--- src/timing_clock_io_map.vh ---
// constants for the timing clock input and output block
`ifndef TIMING_CLOCK_IO_MAP_VH
`define TIMING_CLOCK_IO_MAP_VH

// phase accumulator width and tuning scale (synthesis scale 125 MHz)
`define ACC_W             32
`define SYNTH_SCALE_HZ    125000000
// tuning word for one 8 kHz step: 8000 * 2^32 / 125e6, rounded
`define STEP_WORD         32'h0004_31BE
`define FREQ_UNIT_HZ      8000
// largest programmable synthesizer frequency in 8 kHz units: 100 MHz
`define MAX_FREQ_UNITS    14'h30D4
// ethernet clock frequency codes
`define ETH_SEL_25M       2'h0
`define ETH_SEL_50M       2'h1
`define ETH_SEL_62M5      2'h2
`define ETH_SEL_125M      2'h3
// ethernet tuning words on the synthesis scale
`define ETH_WORD_25M      32'h3333_3333
`define ETH_WORD_50M      32'h6666_6666
`define ETH_WORD_62M5     32'h8000_0000
`define ETH_WORD_125M     32'hFFFF_FFFF
// reset values of the settings
`define ETH_SEL_RESET     2'h2
`define FREQ_UNITS_RESET  14'h0000
`define RATIO_RESET       8'h01
`define FP_PERIOD_RESET   16'h0001
`define FP_WIDTH_RESET    16'h0001
// synth clock 1 derivation modes
`define MODE_MULTIPLY     1'b0
`define MODE_DIVIDE       1'b1

`endif

--- src/phase_nco.v ---
// numerically controlled oscillator used for synth clock 0, multiplied synth clock 1 and the ethernet clocks
`timescale 1ns/100ps
module phase_nco #(
    parameter ACC_W = 32
) (
    // clock and reset
    input  wire             ref_clk,
    input  wire             reset,
    // control
    input  wire [ACC_W-1:0] word,
    input  wire             phase_clear,
    // outputs
    output reg              clk_out,
    output reg              wrap
);

    reg  [ACC_W-1:0] acc_q;
    wire [ACC_W:0]   sum = {1'b0, acc_q} + {1'b0, word};

    always @(posedge ref_clk) begin
        if (reset || phase_clear) begin
            acc_q   <= {ACC_W{1'b0}};
            clk_out <= 1'b0;
            wrap    <= 1'b0;
        end else begin
            acc_q   <= sum[ACC_W-1:0];
            clk_out <= sum[ACC_W-1];
            wrap    <= sum[ACC_W];
        end
    end

endmodule // phase_nco

--- src/timing_clock_io_control.v ---
// clock input routing, synthesized clocks, frame pulses and ethernet clocks
`timescale 1ns/100ps
`include "timing_clock_io_map.vh"

// Functional notes
// - master reference accepted, 8 kHz to 77.76 MHz
// - selectable reference pre-division for faster inputs
// - master reference routed to DPLL and timestamps
// - locked: frame pulses aligned to sync input
// - synth clock programmable in 8 kHz steps
// - synth clock 1 multiplies or divides clock 0
// - frame pulse style configurable, server alignment option
// - ethernet clocks: 25, 50, 62.5, 125 MHz
// - ethernet clocks start at 62.5 MHz
// - monitor output copies selected reference
// - monitor may glitch on reference change
module timing_clock_io_control #(
    parameter REFS   = 2,
    parameter SEL_W  = 1,
    parameter ACC_W  = `ACC_W
) (
    // clock and reset
    input  wire              ref_clk,
    input  wire              reset,
    // oscillator pins
    input  wire              oscillator_input,
    output wire              crystal_drive_output,
    // references and alignment
    input  wire [REFS-1:0]   ref_in,
    input  wire [SEL_W-1:0]  ref_sel,
    input  wire [7:0]        prediv_ratio,
    input  wire              sync_in,
    input  wire              dpll_locked,
    input  wire              two_way_en,
    input  wire              server_align,
    // settings
    input  wire              settings_load,
    input  wire [13:0]       synth_freq_units,
    input  wire              synth1_mode,
    input  wire [7:0]        synth1_ratio,
    input  wire [15:0]       fp_period,
    input  wire [15:0]       fp_width,
    input  wire [1:0]        fp_polarity,
    input  wire              fp_clock_style,
    input  wire [1:0]        eth0_freq_sel,
    input  wire [1:0]        eth1_freq_sel,
    // dpll side
    output reg               dpll_ref,
    output reg               dpll_ref_edge,
    output reg  [31:0]       timestamp_q,
    // clock outputs and ethernet code readback
    output reg               selected_reference_monitor,
    output reg  [1:0]        synth_output_clock,
    output reg  [1:0]        synth_frame_pulse,
    output wire [1:0]        ethernet_phy_clock,
    output wire [3:0]        eth_code_q
);

    // settings registers
    reg  [13:0] units_q;
    reg         mode_q;
    reg  [7:0]  ratio_q;
    reg  [15:0] period_q;
    reg  [15:0] width_q;
    reg  [1:0]  pol_q;
    reg         style_q;
    reg  [1:0]  eth0_q;
    reg  [1:0]  eth1_q;

    // reference path
    reg         ref_q;
    reg         ref_prev_q;
    reg  [7:0]  pre_cnt_q;
    reg  [31:0] local_time_q;
    reg         sync_prev_q;
    reg         server_prev_q;

    // frame and synth 1 state
    reg  [15:0] fp_cnt_q;
    reg  [7:0]  div_cnt_q;

    wire        clk0;
    wire        wrap0;
    wire        clk1_mul;
    wire        eth0_clk;
    wire        eth1_clk;
    wire        align;
    wire [45:0] word0_full;
    wire [39:0] word1_full;
    wire [7:0]  pre_n;
    wire [7:0]  div_n;
    wire [15:0] fp_n;
    wire [15:0] fp_on;
    wire        fp_active;
    wire        ref_rise;
    reg  [31:0] eth0_word;
    reg  [31:0] eth1_word;

    // crystal loop inverter; the drive pin always carries the inverted oscillator input
    assign crystal_drive_output = ~oscillator_input;

    // host settings are captured on a load strobe and set to their defaults on reset
    always @(posedge ref_clk) begin
        if (reset) begin
            units_q  <= `FREQ_UNITS_RESET;
            mode_q   <= `MODE_MULTIPLY;
            ratio_q  <= `RATIO_RESET;
            period_q <= `FP_PERIOD_RESET;
            width_q  <= `FP_WIDTH_RESET;
            pol_q    <= 2'h0;
            style_q  <= 1'b0;
            eth0_q   <= `ETH_SEL_RESET;
            eth1_q   <= `ETH_SEL_RESET;
        end else if (settings_load) begin
            units_q  <= (synth_freq_units > `MAX_FREQ_UNITS) ?
                        `MAX_FREQ_UNITS : synth_freq_units;
            mode_q   <= synth1_mode;
            ratio_q  <= synth1_ratio;
            period_q <= fp_period;
            width_q  <= fp_width;
            pol_q    <= fp_polarity;
            style_q  <= fp_clock_style;
            eth0_q   <= eth0_freq_sel;
            eth1_q   <= eth1_freq_sel;
        end
    end

    assign eth_code_q = {eth1_q, eth0_q};

    // reference selection; monitor is a registered mux and may glitch on a switch
    always @(posedge ref_clk) begin
        if (reset) begin
            ref_q                      <= 1'b0;
            ref_prev_q                 <= 1'b0;
            selected_reference_monitor <= 1'b0;
        end else begin
            ref_q                      <= ref_in[ref_sel];
            ref_prev_q                 <= ref_q;
            selected_reference_monitor <= ref_in[ref_sel];
        end
    end

    assign ref_rise = ref_q & ~ref_prev_q;
    assign pre_n    = (prediv_ratio == 8'h00) ? 8'h01 : prediv_ratio;

    // pre-divider feeding the dpll and the timestamp capture
    always @(posedge ref_clk) begin
        if (reset) begin
            pre_cnt_q     <= 8'h00;
            dpll_ref      <= 1'b0;
            dpll_ref_edge <= 1'b0;
            local_time_q  <= 32'h0000_0000;
            timestamp_q   <= 32'h0000_0000;
        end else begin
            local_time_q  <= local_time_q + 32'h0000_0001;
            dpll_ref_edge <= 1'b0;
            if (ref_rise) begin
                if (pre_cnt_q >= pre_n - 8'h01) begin
                    pre_cnt_q     <= 8'h00;
                    dpll_ref_edge <= 1'b1;
                    timestamp_q   <= local_time_q;
                end else begin
                    pre_cnt_q <= pre_cnt_q + 8'h01;
                end
            end
            if (pre_n == 8'h01) begin
                dpll_ref <= ref_q;
            end else begin
                dpll_ref <= (pre_cnt_q < {1'b0, pre_n[7:1]});
            end
        end
    end

    // alignment events from the sync input or the server signal
    always @(posedge ref_clk) begin
        if (reset) begin
            sync_prev_q   <= 1'b0;
            server_prev_q <= 1'b0;
        end else begin
            sync_prev_q   <= sync_in;
            server_prev_q <= server_align;
        end
    end

    // a sync pulse must span a sampling edge to be seen
    assign align = (dpll_locked & sync_in & ~sync_prev_q & ~two_way_en) |
                   (two_way_en & server_align & ~server_prev_q);

    // synth clock 0 tuning word from the 8 kHz step count
    assign word0_full = {32'h0000_0000, units_q} * {14'h0000, `STEP_WORD};
    assign word1_full = {8'h00, word0_full[31:0]} * {32'h0000_0000, ratio_q};

    phase_nco #(.ACC_W(ACC_W)) nco_synth0 (
        .ref_clk     (ref_clk),
        .reset       (reset),
        .word        (word0_full[ACC_W-1:0]),
        .phase_clear (align),
        .clk_out     (clk0),
        .wrap        (wrap0)
    );

    phase_nco #(.ACC_W(ACC_W)) nco_synth1 (
        .ref_clk     (ref_clk),
        .reset       (reset),
        .word        (word1_full[ACC_W-1:0]),
        .phase_clear (align),
        .clk_out     (clk1_mul),
        .wrap        ()
    );

    assign div_n = (ratio_q == 8'h00) ? 8'h01 : ratio_q;
    assign fp_n  = (period_q == 16'h0000) ? 16'h0001 : period_q;
    assign fp_on = style_q ? {1'b0, fp_n[15:1]} : width_q;
    assign fp_active = (fp_cnt_q < fp_on);

    // frame counter and divided synth clock 1, both restarted on alignment
    always @(posedge ref_clk) begin
        if (reset) begin
            fp_cnt_q  <= 16'h0000;
            div_cnt_q <= 8'h00;
        end else if (align) begin
            fp_cnt_q  <= 16'h0000;
            div_cnt_q <= 8'h00;
        end else if (wrap0) begin
            fp_cnt_q  <= (fp_cnt_q >= fp_n - 16'h0001) ? 16'h0000 : fp_cnt_q + 16'h0001;
            div_cnt_q <= (div_cnt_q >= div_n - 8'h01) ? 8'h00 : div_cnt_q + 8'h01;
        end
    end

    // registered synth outputs
    always @(posedge ref_clk) begin
        if (reset) begin
            synth_output_clock <= 2'h0;
            synth_frame_pulse  <= 2'h0;
        end else begin
            synth_output_clock[0] <= clk0;
            if (mode_q == `MODE_MULTIPLY) begin
                synth_output_clock[1] <= clk1_mul;
            end else if (div_n == 8'h01) begin
                synth_output_clock[1] <= clk0;
            end else begin
                synth_output_clock[1] <= (div_cnt_q < {1'b0, div_n[7:1]});
            end
            synth_frame_pulse <= {2{fp_active}} ^ pol_q;
        end
    end

    // ethernet clock tuning words
    always @* begin
        case (eth0_q)
            `ETH_SEL_25M: eth0_word = `ETH_WORD_25M;
            `ETH_SEL_50M: eth0_word = `ETH_WORD_50M;
            `ETH_SEL_62M5: eth0_word = `ETH_WORD_62M5;
            default: eth0_word = `ETH_WORD_125M;
        endcase
        case (eth1_q)
            `ETH_SEL_25M: eth1_word = `ETH_WORD_25M;
            `ETH_SEL_50M: eth1_word = `ETH_WORD_50M;
            `ETH_SEL_62M5: eth1_word = `ETH_WORD_62M5;
            default: eth1_word = `ETH_WORD_125M;
        endcase
    end

    phase_nco #(.ACC_W(32)) nco_eth0 (
        .ref_clk     (ref_clk),
        .reset       (reset),
        .word        (eth0_word),
        .phase_clear (1'b0),
        .clk_out     (eth0_clk),
        .wrap        ()
    );

    phase_nco #(.ACC_W(32)) nco_eth1 (
        .ref_clk     (ref_clk),
        .reset       (reset),
        .word        (eth1_word),
        .phase_clear (1'b0),
        .clk_out     (eth1_clk),
        .wrap        ()
    );

    assign ethernet_phy_clock = {eth1_clk, eth0_clk};

endmodule // timing_clock_io_control

--- config.mk ---
export PLATFORM = sky130hd
export DESIGN_NAME = timing_clock_io_control
export DESIGN_NICKNAME = d
export VERILOG_FILES = /design/src/phase_nco.v /design/src/timing_clock_io_control.v
export VERILOG_INCLUDE_DIRS = /design/src
export SDC_FILE = /design/constraint.sdc
export NUM_CORES = 1
export LEC_CHECK = 0
export BUFFER_PORTS_ARGS = -buffer_cell sky130_fd_sc_hd__buf_4
export CAP_MARGIN = 15
export CORE_ASPECT_RATIO = 1.25
export CORE_MARGIN = 1.5
export CORE_UTILIZATION = 55
export CTS_BUF_LIST = sky130_fd_sc_hd__clkbuf_2
export DETAILED_ROUTE_END_ITERATION = 16
export GPL_ROUTABILITY_DRIVEN = 0
export PLACE_DENSITY = 0.8
export SYNTH_ARGS = -nofsm -noshare
export SYNTH_HDL_FRONTEND = slang
export SYNTH_SLANG_ARGS = --single-unit
--- constraint.sdc ---
create_clock -name ref_clk -period 13.9 [get_ports ref_clk]
set_input_delay 0.695 -clock ref_clk [delete_from_list [all_inputs] [get_ports ref_clk]]
set_output_delay 0.695 -clock ref_clk [all_outputs]
set_load 0.005 [all_outputs]
==> results.py, run 1 <==
metrics = {
    "run_status": {
        "outcome": "finished, final reports clean",
    },
    "timing": {
        "finalSetupViolCount": 0,
        "rsz0062_at_grt": "no",
        "final_max_slew_viol_count": 0,
        "skew_ps": 38.01,
        "fmax_ghz": 0.08076,
        "final.setup.tns_ps": 0,
        "worstMarginPinSlew_ps": 1034,
        "final_hold_viol_count": 0,
        "post-route-min-period_ps": 12380,
        "relSlewSlack_pct": 31.04,
        "fin_crit_sh_pct": 89.08,
    },
    "cts": {
        "cts_root_buf": "clkbuf_2",
        "path_clk_slew_ps": 110,
        "h-tree-depth": 3,
        "clk_path_buf_depth": 3,
        "cts_num_sinks": 295,
        "cts_tree": "done",
        "cts-buffers-inserted": 80,
        "clock_latency_ps": 1050,
        "cts_setup_buffers": 0,
    },
    "global_route": {
        "antenna_found_initial": 2,
        "first_global_vias": 22990,
        "grt_pass1_wl_um": 107000,
        "grt_max_degree": 118,
        "grt-ovfl-total": 0,
        "track_usage_pct": 25.13,
    },
    "logic_synthesis": {
        "syn_area_per_cell_um2": 8.771,
        "synthCells": 3176,
        "ys_types": 77,
        "yosys.area.top_type_share_pct": 21.20,
        "yosysSeqAreaShare_pct": 21.20,
        "synth_warnings": 0,
        "ys_ff_latch": 295,
        "syn-num-nets": 3849,
        "ys.flop_type": "dfxtp_1",
        "ys_async_sr_fraction_pct": 0,
        "synth_edf_count": 0,
        "synthTopCellsByArea": "dfxtp_1 (21%), ha_1 (17%), fa_1 (16%)",
        "yosys.area.top_type": "dfxtp_1",
        "syn_area_um2": 27860,
    },
    "route": {
        "final_antenna_net_count": 0,
        "drc": 0,
        "dr.pass1.iters": 5,
        "drt-initial-drc-count": 828,
        "wl_um": 64480,
        "via_per_inst": 5.519,
        "drt-wirelength-per-cell_um": 15.72,
        "via_count": 22630,
    },
    "floorplan": {
        "initial_core_util_pct": 55.51,
        "die-width_um": 204.3,
        "die_h_um": 254.6,
        "rows": 92,
        "io_pins": 127,
        "dieArea_um2": 52020,
        "coreArea_um2": 50190,
    },
    "worst_hold_path": {
        "hold_start": "prediv_ratio[7]",
        "hp-class": "input port to flop",
    },
    "worst_setup_path": {
        "slowest_stage": "a2111oi_0",
        "crit_family": "adder cells",
        "crit_top_cell": "fa_1",
        "crit_required_ps": 14790,
        "startpoint": "units_q[2]$_SDFFE_PP0P_",
        "critical_path.max_fanout": 9,
        "reg2reg_from": "units_q[2]$_SDFFE_PP0P_",
        "arrival_ps": 13270,
        "slowest_delay_ps": 630,
        "critPathKind": "flop to flop",
        "cp-start-kind": "flop",
        "cp-end-kind": "flop",
        "path_buf_inv": 6,
    },
    "layout": {
        "area_growth_syn_to_layout_pct": 10.77,
        "final_common_cell": "ha_1",
        "most-common-layout-cells": "ha_1 (371), inv_1 (344), nor2_1 (297)",
        "drive_above_1_share_pct": 8.401,
        "num-nets-final": 4057,
    },
    "place": {
        "hpwl_um": 47960,
        "portBuffers": 126,
    },
    "job": {
        "drv_cap": 0,
    },
}
## stage by stage
step | util (%) | hold slack [ps] | cell area, um2 | std cells | setup WS (ps)
after floorplan | - | 431.9 | 27860 | 3176 | 2763
after global placement | 58.65 | 444.9 | 29440 | 3892 | 1877
after detailed placement | 58.65 | 447.6 | 29440 | 3892 | 1588
after CTS | 61.47 | 52.66 | 30850 | 4098 | 1602
after global routing | 61.48 | 132.1 | 30860 | 4101 | 731.5
final | 61.48 | 184.1 | 30860 | 4101 | 1518
## cell usage after synthesis, types with 5 or more instances
library cell and n:
a21oi_1 213, mux2i_1 69, nand4_1 27, and2_1 145, dfxtp_1 295, o21a_1 32, nor2b_1 32, a31oi_1 14
nor2_1 297, or4_1 8, inv_1 344, and3_1 25, or3_1 17, o21bai_1 34, nor4_1 11, o21ai_0 83
o21ai_1 5, xor2_1 104, a21o_1 97, a211oi_1 15, nand2_1 237, a211o_1 5, buf_1 11, o41ai_1 5
nand2b_1 41, ha_1 371, xnor2_1 136, a21boi_0 5, nand3_1 54, a31o_2 5, clkbuf_1 70, nor3_1 39
nor3b_1 9, o31ai_1 11, o211ai_1 8, and4_1 9, fa_1 221
## worst reg2reg max path, delay by kind of cell, from the launching register on
kind            cells  cell delay (ps)
buf+inv             6              450
fa+ha+maj          13             5330
flops               1              400
simple gates        8             1330
xor+xnor            5             1350
compound gates     12             3420
## per-layer routing
layer	part of all wire (%)	GRT usage (%)	wire length, um
met1	40	28.35	25940
met2	52	45.92	33470
met3	4.4	4.830	2831
met4	3.5	10.71	2242
met5	0	0	0
## logic make-up after synthesis
| family | Yosys count | synth area share (%) |
|---|---|---|
| adders and majority gates | 592 | 32.54 |
| DFF | 295 | 21.20 |
| buffers and inverters | 430 | 5.830 |
| AOI/OAI and AO/OA | 577 | 13.21 |
| and+or+nand+nor | 968 | 16.81 |
| muxes | 69 | 2.479 |
| xor gates and xnor gates | 245 | 7.927 |
## state kept, by name (all words and copies together) (netlist names), 8 cells and up
| signal | cells |
|---|---|
| timestamp_q | 32 |
| width_q | 16 |
| nco_eth0.acc_q | 31 |
| nco_eth1.acc_q | 31 |
| nco_synth0.acc_q | 31 |
| ratio_q | 8 |
| local_time_q | 32 |
| div_cnt_q | 8 |
| pre_cnt_q | 8 |
| period_q | 16 |
| nco_synth1.acc_q | 31 |
| units_q | 14 |
| fp_cnt_q | 16 |
## final cells by class
type / count / area [um2]
multi-input combinational: 2451 / 20340
inverter: 345 / 1295
fill: 4353 / 19330
clock inverter: 27 / 176.4
tap: 658 / 823.3
timing repair buffer: 211 / 1758
antenna: 3 / 7.507
sequential: 295 / 5906
clock buffer: 111 / 555.5
## timing repair
action                                 CTS  global route
hold buffers                            68             0
gates resized for setup                  0             0
endpoints found under the hold margin   65             0
## path summary, 6_finish.rpt
path / end / slack [ps] / cells after the start
worst min-delay path: dpll_ref$_SDFF_PP0_ / 180 / 3
worst max-delay path: nco_synth1.acc_q[31]$_SDFF_PP0_ / 1520 / 44
worst max register to register: nco_synth1.acc_q[31]$_SDFF_PP0_ / 1520 / 44
worst min register to register: timestamp_q[6]$_SDFFE_PP0P_ / 460 / 2
Power of run 1 is left out: the tool's default activity adds up to more than one toggle a clock period on the data nets, which glitch-free logic cannot reach.
==> inputs of run 2 (changes only) <==
--- a/config.mk
+++ b/config.mk
@@ -10,11 +10,11 @@
 export CAP_MARGIN = 15
 export CORE_ASPECT_RATIO = 1.25
 export CORE_MARGIN = 1.5
-export CORE_UTILIZATION = 55
+export CORE_UTILIZATION = 39
 export CTS_BUF_LIST = sky130_fd_sc_hd__clkbuf_2
 export DETAILED_ROUTE_END_ITERATION = 16
 export GPL_ROUTABILITY_DRIVEN = 0
-export PLACE_DENSITY = 0.8
+export PLACE_DENSITY = 0.63
 export SYNTH_ARGS = -nofsm -noshare
 export SYNTH_HDL_FRONTEND = slang
 export SYNTH_SLANG_ARGS = --single-unit
==> results.py, run 2 (same netlist as run 1, synthesis figures left out) <==
metrics = {
    "cts": {
        "cts_setup_buffers": 0,
        "cts_root_buf": "clkbuf_2",
        "clock_latency_ps": 1130,
        "clk_path_buf_depth": 3,
        "cts_tree": "done",
        "cts-buffers-inserted": 82,
        "h-tree-depth": 3,
        "cts_num_sinks": 295,
        "path_clk_slew_ps": 120,
        "cts_resized": 0,
    },
    "job": {
        "drv_cap": 0,
    },
    "floorplan": {
        "dieArea_um2": 73050,
        "coreArea_um2": 70650,
        "rows": 109,
        "die_h_um": 301.8,
        "die-width_um": 242.1,
        "initial_core_util_pct": 39.43,
        "io_pins": 127,
    },
    "worst_setup_path": {
        "crit_family": "adder cells",
        "ff2ff_setup_slack_ps": 1420,
        "critical_path.max_fanout": 9,
        "slowest_delay_ps": 630,
        "arrival_ps": 13470,
        "reg2reg_from": "units_q[2]$_SDFFE_PP0P_",
        "cp-start-kind": "flop",
        "worstRegToRegCells": 44,
        "crit_top_cell": "fa_1",
        "crit_required_ps": 14880,
        "cp-end-kind": "flop",
        "path_buf_inv": 6,
        "slowest_stage": "a2111oi_0",
        "rr_endpoint": "nco_synth1.acc_q[31]$_SDFF_PP0_",
        "critPathKind": "flop to flop",
    },
    "global_route": {
        "grt_max_degree": 130,
        "track_usage_pct": 18.57,
        "antenna_found_initial": 4,
        "grt-ovfl-total": 0,
        "first_global_vias": 22840,
        "grt_pass1_wl_um": 111300,
    },
    "timing": {
        "final_hold_viol_count": 0,
        "skew_ps": 121.6,
        "fmax_ghz": 0.08011,
        "final.setup.tns_ps": 0,
        "post-route-min-period_ps": 12480,
        "finalSetupViolCount": 0,
        "worstMarginPinSlew_ps": 1014,
        "fin_crit_sh_pct": 89.81,
        "hold_ws_ps": 72.89,
        "rsz0062_at_grt": "no",
        "relSlewSlack_pct": 31.97,
        "final_max_slew_viol_count": 0,
    },
    "run_status": {
        "outcome": "finished, final reports clean",
    },
    "layout": {
        "final_cell_area_um2": 31420,
        "num-nets-final": 4074,
        "area_growth_syn_to_layout_pct": 12.78,
        "top_regs": "local_time_q (32), timestamp_q (32)",
        "most-common-layout-cells": "ha_1 (371), inv_1 (344), nor2_1 (297)",
        "final_common_cell": "ha_1",
        "drive_above_1_share_pct": 8.516,
    },
    "worst_hold_path": {
        "hold_path_depth": 2,
        "worst_hold_path.endpoint": "eth1_q[0]$_SDFFE_PP0P_",
        "hp-class": "input port to flop",
        "hold_start": "reset",
    },
    "route": {
        "via_count": 22310,
        "drt-initial-drc-count": 965,
        "wl_um": 66840,
        "via_per_inst": 5.050,
        "final_antenna_net_count": 0,
        "dr.pass1.iters": 5,
        "drc": 0,
        "drt-wirelength-per-cell_um": 15.13,
    },
    "place": {
        "place_area_um2": 29830,
        "portBuffers": 126,
        "hpwl_um": 50440,
    },
}
[run 2: cell count changes in the layout (fill, tap and decap cells not counted), moves of 2 or more]
cell / previous run / this run
buf_4: 142 / 145
dlygate4sd3_1: 68 / 79
clkinv_2: 6 / 4
clkinvlp_4: 0 / 2
diode_2: 3 / 10
clkbuf_2: 111 / 114
clkinv_1: 17 / 24
[run 2: routing by layer]
metal	vias to the layer above	part of all wire, %	GRT usage, %
met1	10640	42	21.52
li1	11150	-	-
met2	378	51	33.78
met4	0	3.2	7.381
met5	-	0	0
met3	133	4.1	3.389
[run 2: stage by stage]
| step | instances | utilization (%) | worst slack [ps] |
|---|---|---|---|
| 3_5_place_dp | 4180 | 42.22 | 1357 |
| 3_3_place_gp | 4180 | 42.22 | 1682 |
| 5_1_grt | 4417 | 44.47 | 344.4 |
| 6_report | 4417 | 44.47 | 1417 |
| 2_1_floorplan | 3176 | - | 2763 |
| 4_1_cts | 4406 | 44.40 | 1331 |
[run 2: repair_timing]
item,CTS,global route
hold buffers,79,0
hold endpoints to repair,66,0
setup endpoints to repair,0,0
[run 2: worst max path at each step]
stage | start | endpoint | slack (ps) | depth (start not counted)
finish | units_q[2]$_SDFFE_PP0P_ | nco_synth1.acc_q[31]$_SDFF_PP0_ | 1420 | 44
global placement | units_q[2]$_SDFFE_PP0P_ | nco_synth1.acc_q[31]$_SDFF_PP0_ | 1680 | 44
global route | units_q[2]$_SDFFE_PP0P_ | nco_synth1.acc_q[31]$_SDFF_PP0_ | 340 | 44
floorplan | units_q[2]$_SDFFE_PP0P_ | nco_synth1.acc_q[31]$_SDFF_PP0_ | 2760 | 44
CTS | units_q[2]$_SDFFE_PP0P_ | nco_synth1.acc_q[31]$_SDFF_PP0_ | 1330 | 44
detailed placement | units_q[2]$_SDFFE_PP0P_ | nco_synth1.acc_q[31]$_SDFF_PP0_ | 1360 | 44
[run 2: worst register-to-register path: cells and delay by family (launching register included)]
family / cells / cell delay, ps
and+or+nand+nor: 8 / 1310
buffers and inverters: 6 / 390
adders and majority gates: 13 / 5410
AOI/OAI and AO/OA: 12 / 3430
xor gates and xnor gates: 5 / 1440
DFF: 1 / 410
[run 2: cell type report]
class,count,area [um2]
tap,943,1180
fill,7114,39230
clock buffer,114,570.5
clock inverter,33,177.7
antenna,10,25.02
sequential,295,5906
inverter,345,1295
timing repair buffer,226,1918
multi-input combinational,2451,20350
Power of run 2 is left out for the same reason.
==> inputs of run 3 (changes only) <==
==> constraint.sdc (replaced) <==
create_clock -name ref_clk -period 15.3 [get_ports ref_clk]
set_input_delay 0.765 -clock ref_clk [delete_from_list [all_inputs] [get_ports ref_clk]]
set_output_delay 0.765 -clock ref_clk [all_outputs]
set_load 0.005 [all_outputs]
==> results.py, run 3 (same netlist as run 1, synthesis figures left out) <==
metrics = {
    "global_route": {
        "grt-ovfl-total": 0,
        "first_global_vias": 22650,
        "antenna_found_initial": 6,
        "grt_max_degree": 130,
        "grt_pass1_wl_um": 110500,
        "track_usage_pct": 18.49,
    },
    "run_status": {
        "outcome": "finished, final reports clean",
    },
    "floorplan": {
        "die-width_um": 242.1,
        "rows": 109,
        "initial_core_util_pct": 39.43,
        "die_h_um": 301.8,
        "coreArea_um2": 70650,
        "dieArea_um2": 73050,
        "io_pins": 127,
    },
    "place": {
        "dp.cells": 4179,
        "hpwl_um": 50560,
        "portBuffers": 126,
    },
    "worst_setup_path": {
        "cp-end-kind": "flop",
        "crit_top_cell": "fa_1",
        "slowest_stage": "a2111oi_0",
        "cp-start-kind": "flop",
        "crit_required_ps": 16150,
        "arrival_ps": 13380,
        "slowest_delay_ps": 690,
        "crit_family": "adder cells",
        "critPathKind": "flop to flop",
        "critical_path.max_fanout": 9,
        "ff2ff_setup_slack_ps": 2760,
        "path_buf_inv": 6,
    },
    "timing": {
        "final.setup.tns_ps": 0,
        "fin_crit_sh_pct": 81.95,
        "final_hold_viol_count": 0,
        "final_max_slew_viol_count": 0,
        "relSlewSlack_pct": 29.54,
        "fmax_ghz": 0.07976,
        "worstMarginPinSlew_ps": 1050,
        "rsz0062_at_grt": "no",
        "post-route-min-period_ps": 12540,
        "skew_ps": 86.30,
        "finalSetupViolCount": 0,
    },
    "cts": {
        "path_clk_slew_ps": 90,
        "holdBufCountCts": 66,
        "cts_resized": 0,
        "cts_tree": "done",
        "cts_root_buf": "clkbuf_2",
        "clock_latency_ps": 1080,
        "clk_path_buf_depth": 3,
        "cts_setup_buffers": 0,
        "cts-buffers-inserted": 81,
        "cts_num_sinks": 295,
        "h-tree-depth": 3,
    },
    "layout": {
        "drive_above_1_share_pct": 8.679,
        "num-nets-final": 4059,
        "top_regs": "local_time_q (32), timestamp_q (32)",
        "final_common_cell": "ha_1",
        "area_growth_syn_to_layout_pct": 12.36,
        "finalNonFillerCells": 4394,
        "most-common-layout-cells": "ha_1 (371), inv_1 (344), nor2_1 (297)",
    },
    "route": {
        "wl_um": 66340,
        "via_per_inst": 5.042,
        "drt-wirelength-per-cell_um": 15.10,
        "drt-initial-drc-count": 910,
        "drc": 0,
        "via_count": 22160,
        "final_antenna_net_count": 0,
        "dr.pass1.iters": 5,
    },
    "worst_hold_path": {
        "hp-class": "input port to flop",
    },
    "job": {
        "drv_cap": 0,
    },
}
run 3: cell types whose count changed in the layout (fill, tap and decap cells not counted):
cell	delta
clkinv_1	-10
buf_4	-1
bufinv_16	+2
diode_2	-4
clkinvlp_4	-2
clkinv_4	+3
inv_6	-3
dlygate4sd3_1	-13
inv_2	+1
clkbuf_2	+7
clkinv_2	-3
run 3: layout make-up:
class / instances / area, um2
fill: 7164 / 39340
multi-input combinational: 2451 / 20350
sequential: 295 / 5906
timing repair buffer: 212 / 1780
inverter: 345 / 1295
tap: 943 / 1180
clock buffer: 121 / 605.6
clock inverter: 21 / 173.9
antenna: 6 / 15.01
run 3: worst paths after layout:
kind	start	end	cells after the start
worst min register to register	timestamp_q[27]$_SDFFE_PP0P_	timestamp_q[27]$_SDFFE_PP0P_	2
worst min-delay path	prediv_ratio[4]	dpll_ref$_SDFF_PP0_	3
worst max-delay path	units_q[2]$_SDFFE_PP0P_	nco_synth1.acc_q[31]$_SDFF_PP0_	44
worst max register to register	units_q[2]$_SDFFE_PP0P_	nco_synth1.acc_q[31]$_SDFF_PP0_	44
run 3: metal layers:
layer / part of all wire, % / routed length (um) / global-route usage (%) / vias up
met3: 4.1 / 2694 / 3.487 / 113
met1: 42 / 28180 / 21.60 / 10600
met5: 0 / 0 / 0 / -
met4: 2.9 / 1918 / 7.113 / 0
li1: - / - / - / 11110
met2: 51 / 33540 / 33.47 / 337
run 3: metrics by stage:
stage / setup slack, ps / hold WS [ps] / util [%] / cell area (um2)
final: 2762 / 193.9 / 44.31 / 31300
after CTS: 2645 / 46.53 / 44.25 / 31260
after detailed placement: 2781 / 451.7 / 42.21 / 29820
after global routing: 1744 / 96.12 / 44.31 / 31300
after floorplan: 4163 / 431.9 / - / 27860
after global placement: 3085 / 446.6 / 42.21 / 29820
run 3: worst register-to-register path: cells and delay by family, from the launching register on:
family	cells	cell delay [ps]
and+or+nand+nor	8	1310
AOI/OAI and AO/OA	12	3440
DFF	1	400
buffers and inverters	6	380
adders and majority gates	13	5400
xor gates and xnor gates	5	1400
Power of run 3 is left out for the same reason.
